[config.mk]
export PLATFORM = sky130hd
export DESIGN_NAME = rrc_ctrl
export DESIGN_NICKNAME = d
export VERILOG_FILES = /design/src/core/rrc_pkg.sv /design/src/core/rrc_wd_if.sv /design/src/core/rrc_watchdog.sv /design/src/core/rrc_ctrl.sv
export VERILOG_INCLUDE_DIRS = /design/src /design/src/core
export SDC_FILE = /design/constraint.sdc
export NUM_CORES = 1
export LEC_CHECK = 0
export BUFFER_PORTS_ARGS = -buffer_cell sky130_fd_sc_hd__buf_2
export CAP_MARGIN = 30
export CORE_ASPECT_RATIO = 1.25
export CORE_UTILIZATION = 63
export CTS_CLUSTER_SIZE = 24
export DETAILED_ROUTE_END_ITERATION = 8
export GPL_TIMING_DRIVEN = 0
export PLACE_DENSITY = 0.8
export REMOVE_ABC_BUFFERS = 1
export SLEW_MARGIN = 15
export SYNTH_ARGS = -nofsm -noshare
export SYNTH_HDL_FRONTEND = slang
export SYNTH_SLANG_ARGS = --single-unit
export TNS_END_PERCENT = 5
[constraint.sdc]
create_clock -name clk_i -period 9.7 [get_ports clk_i]
set_clock_uncertainty 0.15 [all_clocks]
set_input_delay 0.485 -clock clk_i [delete_from_list [all_inputs] [get_ports clk_i]]
set_output_delay 0.485 -clock clk_i [all_outputs]
set_load 0.005 [all_outputs]
[src/core/rrc_consts.svh]
// Constants for the rack receiver command-byte decoder.
// Included by the package and by the design modules; guarded.
`ifndef RRC_CONSTS_SVH
`define RRC_CONSTS_SVH

// Command byte bit positions
`define RRC_CMD_FORCE_RST 0
`define RRC_CMD_CLR_LATCH 1
`define RRC_CMD_USER_LAMP 2
`define RRC_CMD_DIAG_EN 3
`define RRC_CMD_RST_MASK 4
`define RRC_CMD_IN_BLOCK 5
`define RRC_CMD_BP_MASK 6
`define RRC_CMD_DN_MASK 7
`define RRC_CMD_RESET_VAL 8'h00

// Diagnostic byte layout
`define RRC_NFAULT 6
`define RRC_FLT_CHAIN_BP 0
`define RRC_FLT_CHAIN_DN 1
`define RRC_FLT_PSU 2
`define RRC_FLT_IN_PAR 3
`define RRC_FLT_WDOG 4
`define RRC_FLT_OUT_PAR 5

// Synchroniser vector layout
`define RRC_SYNC_W 19
`define RRC_S_WR 8
`define RRC_S_ACCESS 9
`define RRC_S_POLL 10
`define RRC_S_CPU_RST 11
`define RRC_S_CHAIN_BP 12
`define RRC_S_CHAIN_DN 13
`define RRC_S_PSU 14
`define RRC_S_IN_PAR 15
`define RRC_S_OUT_PAR 16
`define RRC_S_STRAP 17
`define RRC_S_WD_BLOCK 18

// Timing
`define RRC_CLK_MHZ 50
`define RRC_TICK_US 1000
`define RRC_WD_TIME_MS 1000
`define RRC_TICK_CYCLES (`RRC_CLK_MHZ * `RRC_TICK_US)
`define RRC_WD_TICKS (`RRC_WD_TIME_MS * 1000 / `RRC_TICK_US)

`endif

[src/core/rrc_pkg.sv]
// Types for the rack receiver command-byte decoder.
// Needs rrc_consts.svh on the include path.
package rrc_pkg;
  `include "rrc_consts.svh"

  typedef enum logic {WD_RUN, WD_EXPIRED} rrc_wd_mode_t;

  typedef struct packed {
    rrc_wd_mode_t mode;
    logic [15:0] pre;
    logic [15:0] ticks;
    logic fire;
  } rrc_wd_state_t;

  typedef struct packed {
    logic [`RRC_SYNC_W-1:0] s1;
    logic [`RRC_SYNC_W-1:0] s2;
    logic [`RRC_SYNC_W-1:0] s3;
    logic [7:0] cmd;
    logic [`RRC_NFAULT-1:0] latch;
    logic rack_rst;
    logic rst_pass;
    logic [7:0] diag;
    logic diag_oe;
    logic in_block;
    logic chain_up;
  } rrc_state_t;
endpackage

[src/core/rrc_wd_if.sv]
// Link between the decoder and its watchdog.
// Both ends share clk_i.
`timescale 1ns/1ps
interface rrc_wd_if;
  logic kick;
  logic expired;
  logic fire;
  modport wd (input kick, output expired, output fire);
  modport ctrl (output kick, input expired, input fire);
endinterface

[src/core/rrc_watchdog.sv]
// Channel watchdog: restarts on each access, fires once on timeout.
// Kick is a one-cycle pulse on clk_i.
`timescale 1ns/1ps
`include "rrc_consts.svh"
module rrc_watchdog
  import rrc_pkg::*;
#(
  parameter int TICK_CYCLES = `RRC_TICK_CYCLES,
  parameter int WD_TICKS = `RRC_WD_TICKS
) (
  input wire logic clk_i,
  input wire logic rst_i,
  rrc_wd_if.wd w
);
  rrc_wd_state_t q, n;

  always_comb begin
    n = q;
    n.fire = 1'b0;
    if (w.kick) begin
      n.mode = WD_RUN;
      n.pre = 16'h0000;
      n.ticks = 16'h0000;
    end else if (q.mode == WD_RUN) begin
      // Prescaler keeps the counters narrow
      if (q.pre == 16'(TICK_CYCLES - 1)) begin
        n.pre = 16'h0000;
        if (q.ticks == 16'(WD_TICKS - 1)) begin
          n.mode = WD_EXPIRED;
          n.fire = 1'b1;
          n.ticks = 16'h0000;
        end else begin
          n.ticks = q.ticks + 16'h0001;
        end
      end else begin
        n.pre = q.pre + 16'h0001;
      end
    end
  end

  always_ff @(posedge clk_i or posedge rst_i) begin
    if (rst_i) begin
      q <= '0;
    end else begin
      q <= n;
    end
  end

  assign w.expired = (q.mode == WD_EXPIRED);
  assign w.fire = q.fire;
endmodule // rrc_watchdog

[src/core/rrc_ctrl.sv]
// Command-byte decoder of a rack I/O receiver.
// All chain and switch inputs are asynchronous; data must be stable
// around the command write strobe.
//
// Contract
// - Command bit 1 set forces rack reset until it clears.
// - Hold-last-state output modules ignore that forced reset.
// - Command bit 2 clears all six fault latches and their lamps.
// - Latch clear fires only on rising edge of bit 2.
// - User lamp lit while bit 3 is zero, dark when one.
// - Diagnostic byte answered to polls only while bit 4 is one.
// - Bit 5 zero: CPU reset broadcast resets rack outputs.
// - Bit 5 one: CPU reset broadcast ignored in this rack.
// - CPU reset always passed downstream regardless of bit 5.
// - Masked CPU reset: outputs hold until one-second watchdog reset.
// - Watchdog block switch closed suppresses the watchdog reset.
// - Bit 6 one blocks rack input data from the CPU.
// - Bit 7 one blocks backplane chain faults going upstream.
// - Bit 8 one blocks downstream chain faults going upstream.
// - One-second watchdog restarts on access, sets diagnostic bit 5.
// - Command and diagnostic bytes are eight bits, bit 1 least.
`timescale 1ns/1ps
`include "rrc_consts.svh"
module rrc_ctrl
  import rrc_pkg::*;
#(
  parameter int TICK_CYCLES = `RRC_TICK_CYCLES,
  parameter int WD_TICKS = `RRC_WD_TICKS
) (
  input wire logic clk_i,
  input wire logic rst_i,
  input wire logic cmd_wr_i,
  input wire logic [7:0] cmd_data_i,
  input wire logic chan_access_i,
  input wire logic diag_poll_i,
  input wire logic cpu_rst_i,
  input wire logic chain_bp_i,
  input wire logic chain_dn_i,
  input wire logic psu_fault_i,
  input wire logic in_par_i,
  input wire logic out_par_i,
  input wire logic inter_rack_i,
  input wire logic wd_block_i,
  output logic rack_rst_o,
  output logic rst_pass_o,
  output logic [`RRC_NFAULT-1:0] lamp_off_o,
  output logic user_lamp_off_o,
  output logic [7:0] diag_data_o,
  output logic diag_oe_o,
  output logic in_block_o,
  output logic chain_fault_up_o
);
  rrc_state_t q, n;
  rrc_wd_if wdl ();
  logic [`RRC_SYNC_W-1:0] raw;
  logic [`RRC_SYNC_W-1:0] rise;
  logic [`RRC_NFAULT-1:0] ev;
  logic clr;

  assign raw = {wd_block_i, inter_rack_i, out_par_i, in_par_i, psu_fault_i, chain_dn_i,
                chain_bp_i, cpu_rst_i, diag_poll_i, chan_access_i, cmd_wr_i, cmd_data_i};

  // Edges only from the second and third stages
  genvar gi;
  generate
    for (gi = 0; gi < `RRC_SYNC_W; gi = gi + 1) begin : g_edge
      assign rise[gi] = q.s2[gi] & ~q.s3[gi];
    end
  endgenerate

  // Faults set their latch on onset, so a clear works under a standing fault
  assign ev[`RRC_FLT_CHAIN_BP] = rise[`RRC_S_CHAIN_BP];
  assign ev[`RRC_FLT_CHAIN_DN] = rise[`RRC_S_CHAIN_DN];
  assign ev[`RRC_FLT_PSU] = rise[`RRC_S_PSU];
  assign ev[`RRC_FLT_IN_PAR] = rise[`RRC_S_IN_PAR];
  assign ev[`RRC_FLT_WDOG] = wdl.fire;
  assign ev[`RRC_FLT_OUT_PAR] = rise[`RRC_S_OUT_PAR];

  assign wdl.kick = rise[`RRC_S_ACCESS];

  rrc_watchdog #(
    .TICK_CYCLES(TICK_CYCLES),
    .WD_TICKS(WD_TICKS)
  ) u_wd (
    .clk_i(clk_i),
    .rst_i(rst_i),
    .w(wdl.wd)
  );

  always_comb begin
    n = q;
    n.s1 = raw;
    n.s2 = q.s1;
    n.s3 = q.s2;
    if (rise[`RRC_S_WR]) begin
      n.cmd = q.s2[7:0];
    end
    clr = n.cmd[`RRC_CMD_CLR_LATCH] & ~q.cmd[`RRC_CMD_CLR_LATCH];
    for (int i = 0; i < `RRC_NFAULT; i++) begin
      // A new fault in the clear cycle wins
      n.latch[i] = ev[i] | (q.latch[i] & ~clr);
    end
    // Hold-last-state modules decode this themselves and stay put
    n.rack_rst = q.cmd[`RRC_CMD_FORCE_RST]
               | (q.s2[`RRC_S_CPU_RST] & ~q.cmd[`RRC_CMD_RST_MASK])
               | (wdl.expired & ~q.s2[`RRC_S_WD_BLOCK]);
    n.rst_pass = q.s2[`RRC_S_CPU_RST];
    n.diag_oe = q.s2[`RRC_S_POLL] & q.cmd[`RRC_CMD_DIAG_EN];
    n.diag = n.diag_oe ? {1'b1, q.s2[`RRC_S_STRAP], q.latch} : 8'h00;
    n.in_block = q.cmd[`RRC_CMD_IN_BLOCK];
    n.chain_up = (q.s2[`RRC_S_CHAIN_BP] & ~q.cmd[`RRC_CMD_BP_MASK])
               | (q.s2[`RRC_S_CHAIN_DN] & ~q.cmd[`RRC_CMD_DN_MASK]);
  end

  always_ff @(posedge clk_i or posedge rst_i) begin
    if (rst_i) begin
      q <= '0;
      q.cmd <= `RRC_CMD_RESET_VAL;
    end else begin
      q <= n;
    end
  end

  assign rack_rst_o = q.rack_rst;
  assign rst_pass_o = q.rst_pass;
  assign lamp_off_o = q.latch;
  assign user_lamp_off_o = q.cmd[`RRC_CMD_USER_LAMP];
  assign diag_data_o = q.diag;
  assign diag_oe_o = q.diag_oe;
  assign in_block_o = q.in_block;
  assign chain_fault_up_o = q.chain_up;
endmodule // rrc_ctrl

== Word level (Yosys, flattened, before mapping) ==
Index checks and enable logic that the tools add are counted.

* $add $sub $neg: 2
* $mul: 0
* Div/mod/pow operators: 0
* Magnitude comparators: 0
* Equality and inequality tests: 3
* Shifts and indexed selects: 0
* Mux-type cells: 10
* Bitwise operators: 41
* Reductions and logical operators: 2

{| class="wikitable"
|+ Operator list
! operator !! number
|-
| 34-bit 2-to-1 mux || 1
|-
| 33-bit 2-to-1 mux || 1
|-
| 16-bit by 1-bit adder with 16-bit output, second input constant || 2
|-
| 16-bit 2-to-1 mux || 2
|-
| 1-bit AND || 19
|-
| 17-bit 2-to-1 mux || 1
|-
| 16-bit by 10-bit equality test with 1-bit output, second input constant || 1
|-
| 16-bit equality test, second input constant || 1
|-
| 1-bit NOT || 13
|-
| 1-bit OR || 9
|-
| 8-bit 2-to-1 mux || 1
|-
| 1-bit 2-to-1 mux || 3
|-
| 2-bit 2-to-1 mux || 1
|-
| 2-bit by 1-bit inequality test with 1-bit output, second input constant || 1
|-
| 2-bit AND reduction || 1
|-
| 2-bit nonzero test || 1
|}

* Register bits: 116
* Bits in latches: 0
* RAM bits: 0
* ROM bits: 0
* Input bits: 21
* Output and inout bits: 20
* Word-level logic and storage cells: 74
* Memories kept: 0

== Depth between registers and ports, before layout ==
* Word-level depth: 7
* Gate-level depth with buffers: 7
* Mapped depth without buffers: 6

== Modules after synthesis ==
From an unflattened synthesis, not the netlist that was laid out.

* Cells, all modules: 346
* Area total of the unflattened synthesis: 4234.1 µm²

{| class="wikitable"
|+ Modules (own cells, without submodules)
! module !! times used !! cells each !! area each (µm²) !! seq. area each (µm²)
|-
| rrc_ctrl || 1 || 127 || 2203.4 || 1776.7
|-
| rrc_watchdog || 1 || 219 || 2030.7 || 850.8
|}

== Worst setup path after synthesis ==
Ideal clock, no wire load.

* Kind: reg-to-reg
* From: register u_wd.q[28] (netlist name)
* To: register u_wd.q[13] (netlist name)
* Library setup time: 0.134 ns
* Data arrival time: 2.044 ns
* Required time: 9.416 ns
* Setup slack: 7.372 ns
* Cell stages (with the launch flop): 6
* Path buffers: 1
* Clock period less this slack: 2.328 ns
* Path through: dfrtp_1 > or4b_4 > or4_4 > buf_6 > o311ai_4 > o41ai_2

* Word-level cells in the longest chain between the ends: 3

{| class="wikitable"
|+ RTL lines
! item !! RTL line !! text
|-
| start, declared || rrc_watchdog.sv:15 || <nowiki>rrc_wd_state_t q, n;</nowiki>
|-
| start signal, assigned || rrc_watchdog.sv:45 || <nowiki>q <= n;</nowiki>
|-
| 16-bit equality test || rrc_watchdog.sv:26 || <nowiki>if (q.pre == 16'(TICK_CYCLES - 1)) begin</nowiki>
|-
| 2-bit nonzero test (no source line) || -- ||
|-
| 2-bit AND reduction (no source line) || -- ||
|}

Every way passes these cells.
A chain may end at the register's enable or synchronous reset.

== Worst setup path after layout ==
* From: register u_wd.q[28] (netlist name)
* To: register u_wd.q[5] (netlist name)

Same word-level chain as after synthesis.

==> flow_metrics.tcl <==
set metrics [dict create \
    path_delay_family "simple AND/OR/NAND/NOR gates" \
    fp.dieH_um 93.3 \
    synthFlopType "dfrtp_1" \
    regArea_mm2 0.00263 \
    crit_buf_inv 0 \
    synth-compound-area-share_pct 9.35 \
    cpPeakStageDelay_ns 0.63 \
    drive_above_1_share_pct 21.0 \
    grt_pass1_wl_um 12600 \
    start_util_pct 66.8 \
    ir_worst_vdd_mv 0.174 \
    wire_per_inst_um 16.2 \
    synthAdderAreaFrac_pct 0.596 \
    setup_tns_ns 0 \
    fmax_mhz 397 \
    dr.pass1.iters 4 \
    synth_top_family_by_area "simple AND/OR/NAND/NOR gates" \
    path_class "flop to flop" \
    overflow 0 \
    synth_cells 355 \
    required_ns 9.83 \
    path_cells "or4b_4 -> nor4_4 -> nand2_2 -> or3_1 -> a21oi_1" \
    hold_violations 0 \
    drt-initial-drc-count 244 \
    setup_viol 0 \
    vias 2808 \
    place_area_mm2 0.00439 \
    die_w_um 75.0 \
    antenna_left 0 \
    maxCapViolCount 0 \
    layout.nets 403 \
    drv_slew 0 \
    synth-simple-area-share_pct 18.6 \
    post-route-util_pct 73.4 \
    critPathMaxFanout 7 \
    leakage_nw 2.10 \
    antenna_found_initial 0 \
    drcViolationCount 0 \
    wl_um 7600 \
    core_area_mm2 0.00629 \
    start_kind "flop" \
    yosysUniqueCellTypes 52 \
    place_hpwl_um 5200 \
    end_kind "flop" \
    clockBufferDepth 2 \
    synthXorXnorAreaFrac_pct 1.67 \
    layout_common_cells "dfrtp_1 (105), buf_2 (40), nand2_1 (37)" \
    h-tree-depth 3 \
    grtUsageTotal_pct 24.1 \
    fin_area_mm2 0.00461 \
    critPathArrivalTime_ns 2.65 \
    period_needed_ns 2.52 \
    cts_setup_buffers 0 \
    cts-root-buf "clkbuf_8" \
    area_growth_pct 9.80 \
    syn_area_per_cell_um2 11.8 \
    clkLatencyLatePin_ns 0.35 \
    layout_commonest_cell "dfrtp_1" \
    routabilityCongestion 0.867 \
    report.power.total_mw 0.818 \
    diodes 0 \
    die_area_mm2 0.00700 \
    port_buffers 40 \
    n_fill_cell 427 \
    multiInputGateArea_mm2 0.00138 \
    cts_buffers 9 \
    finalCritPeriodShare_pct 26.0 \
    path_clk_slew_ns 0.11 \
    crit_slowest_cell "or4b_4" \
    hold_class "input port to flop" \
    synth_seq_area_share_pct 62.5 \
    cts_tree "yes" \
    power_density_mw_per_mm2 177 \
    yosys_warnings 0 \
    grt_pass1_vias 2767 \
    worstMarginPinSlew_ns 0.814 \
    netlist_area_mm2 0.00420 \
    grt_setup_unrepaired "no" \
    status "finished clean" \
    synth-async-reset-ratio_pct 100 \
    synth_edf_count 0 \
    row_count 32 \
    via_per_inst 5.97 \
    clock_sinks 105 \
    synth.area.mux_share_pct 2.38 \
    synth-seq-cells 105 \
    io_pins 41 \
    grt_max_degree 64 \
    relSlewSlack_pct 45.3 \
]
-- timing repair --
action	CTS	global route
endpoints found under the hold margin	42	0
gates resized for setup	0	0
hold buffers	1	0
-- per-layer routing --
layer / vias to the layer above / part of all wire, % / global-route usage [%]
li1: 1300 / - / -
met1: 1407 / 41 / 31.5
met2: 84 / 53 / 39.6
met3: 17 / 3.6 / 4.31
met4: 0 / 2.2 / 9.28
met5: - / 0 / 0
-- synthesized netlist by cell type (6+ instances only) --
cell type / instances / area [um2]
a21oi_1: 13 / 65.1
a31oi_1: 9 / 56.3
and3_1: 12 / 75.1
buf_4: 14 / 105
clkbuf_1: 10 / 37.5
dfrtp_1: 105 / 2630
inv_1: 9 / 33.8
mux2_2: 8 / 90.1
nand2_1: 37 / 139
nand3_1: 15 / 75.1
nand4_1: 7 / 43.8
nor2_1: 19 / 71.3
o21ai_0: 18 / 90.1
or3_1: 6 / 37.5
-- worst paths after layout --
kind                              from  depth (start not counted)    endpoint  slack (ns)
hold reg to reg                  n[63]                          0       n[44]        0.21
max in group asynchronous        rst_i                          4  u_wd.q[10]        8.26
setup / recovery            u_wd.q[28]                          5   u_wd.q[5]        7.18
min in group asynchronous        rst_i                          3       n[51]        0.53
setup reg to reg            u_wd.q[28]                          5   u_wd.q[5]        7.18
hold / removal             diag_poll_i                          1       n[56]        0.07
-- registers in the layout, indices dropped and copies added (netlist names) --
name              count
u_wd.q               32
u_wd.w.fire           1
user_lamp_off_o       1
rack_rst_o            1
u_wd.w.expired        1
lamp_off_o            6
n                    39
q                    14
in_block_o            1
diag_data_o           8
chain_fault_up_o      1
-- power breakdown --
part / internal (mW) / total (mW) / switching (mW)
combinational: 0.0251 / 0.0542 / 0.0291
clock: 0.126 / 0.279 / 0.153
sequential: 0.465 / 0.484 / 0.0199
total: 0.616 / 0.818 / 0.202
-- cell families after synthesis --
logic type      Yosys count
simple gates            134
flops                   105
compound gates           59
xor+xnor                  8
buf+inv                  38
fa+ha+maj                 2
mux                       9
-- worst register-to-register path: stages (launching register included) --
cell and delay [ns]:
dfrtp_1 0.44, or4b_4 0.63, nor4_4 0.50, nand2_2 0.22, or3_1 0.40, a21oi_1 0.12
-- layout make-up --
class | count | share of cell area [%]
Clock buffer | 10 | 2.77
Clock inverter | 6 | 1.82
Inverter | 9 | 0.841
Multi-Input combinational cell | 212 | 29.8
Sequential cell | 105 | 57.0
Tap cell | 85 | 2.31
Timing Repair Buffer | 43 | 5.48
-- through the flow --
| step | setup WS (ns) | hold slack (ns) | instances |
|---|---|---|---|
| after global routing | 7.06 | 0.0524 | 470 |
| after detailed placement | 7.19 | 0.186 | 453 |
| after CTS | 7.16 | 0.0588 | 470 |
| final | 7.18 | 0.0743 | 470 |
| after global placement | 5.32 | 0.181 | 451 |
| after floorplan | 6.30 | 0.181 | 326 |
Power figures use the tool's default switching activity.
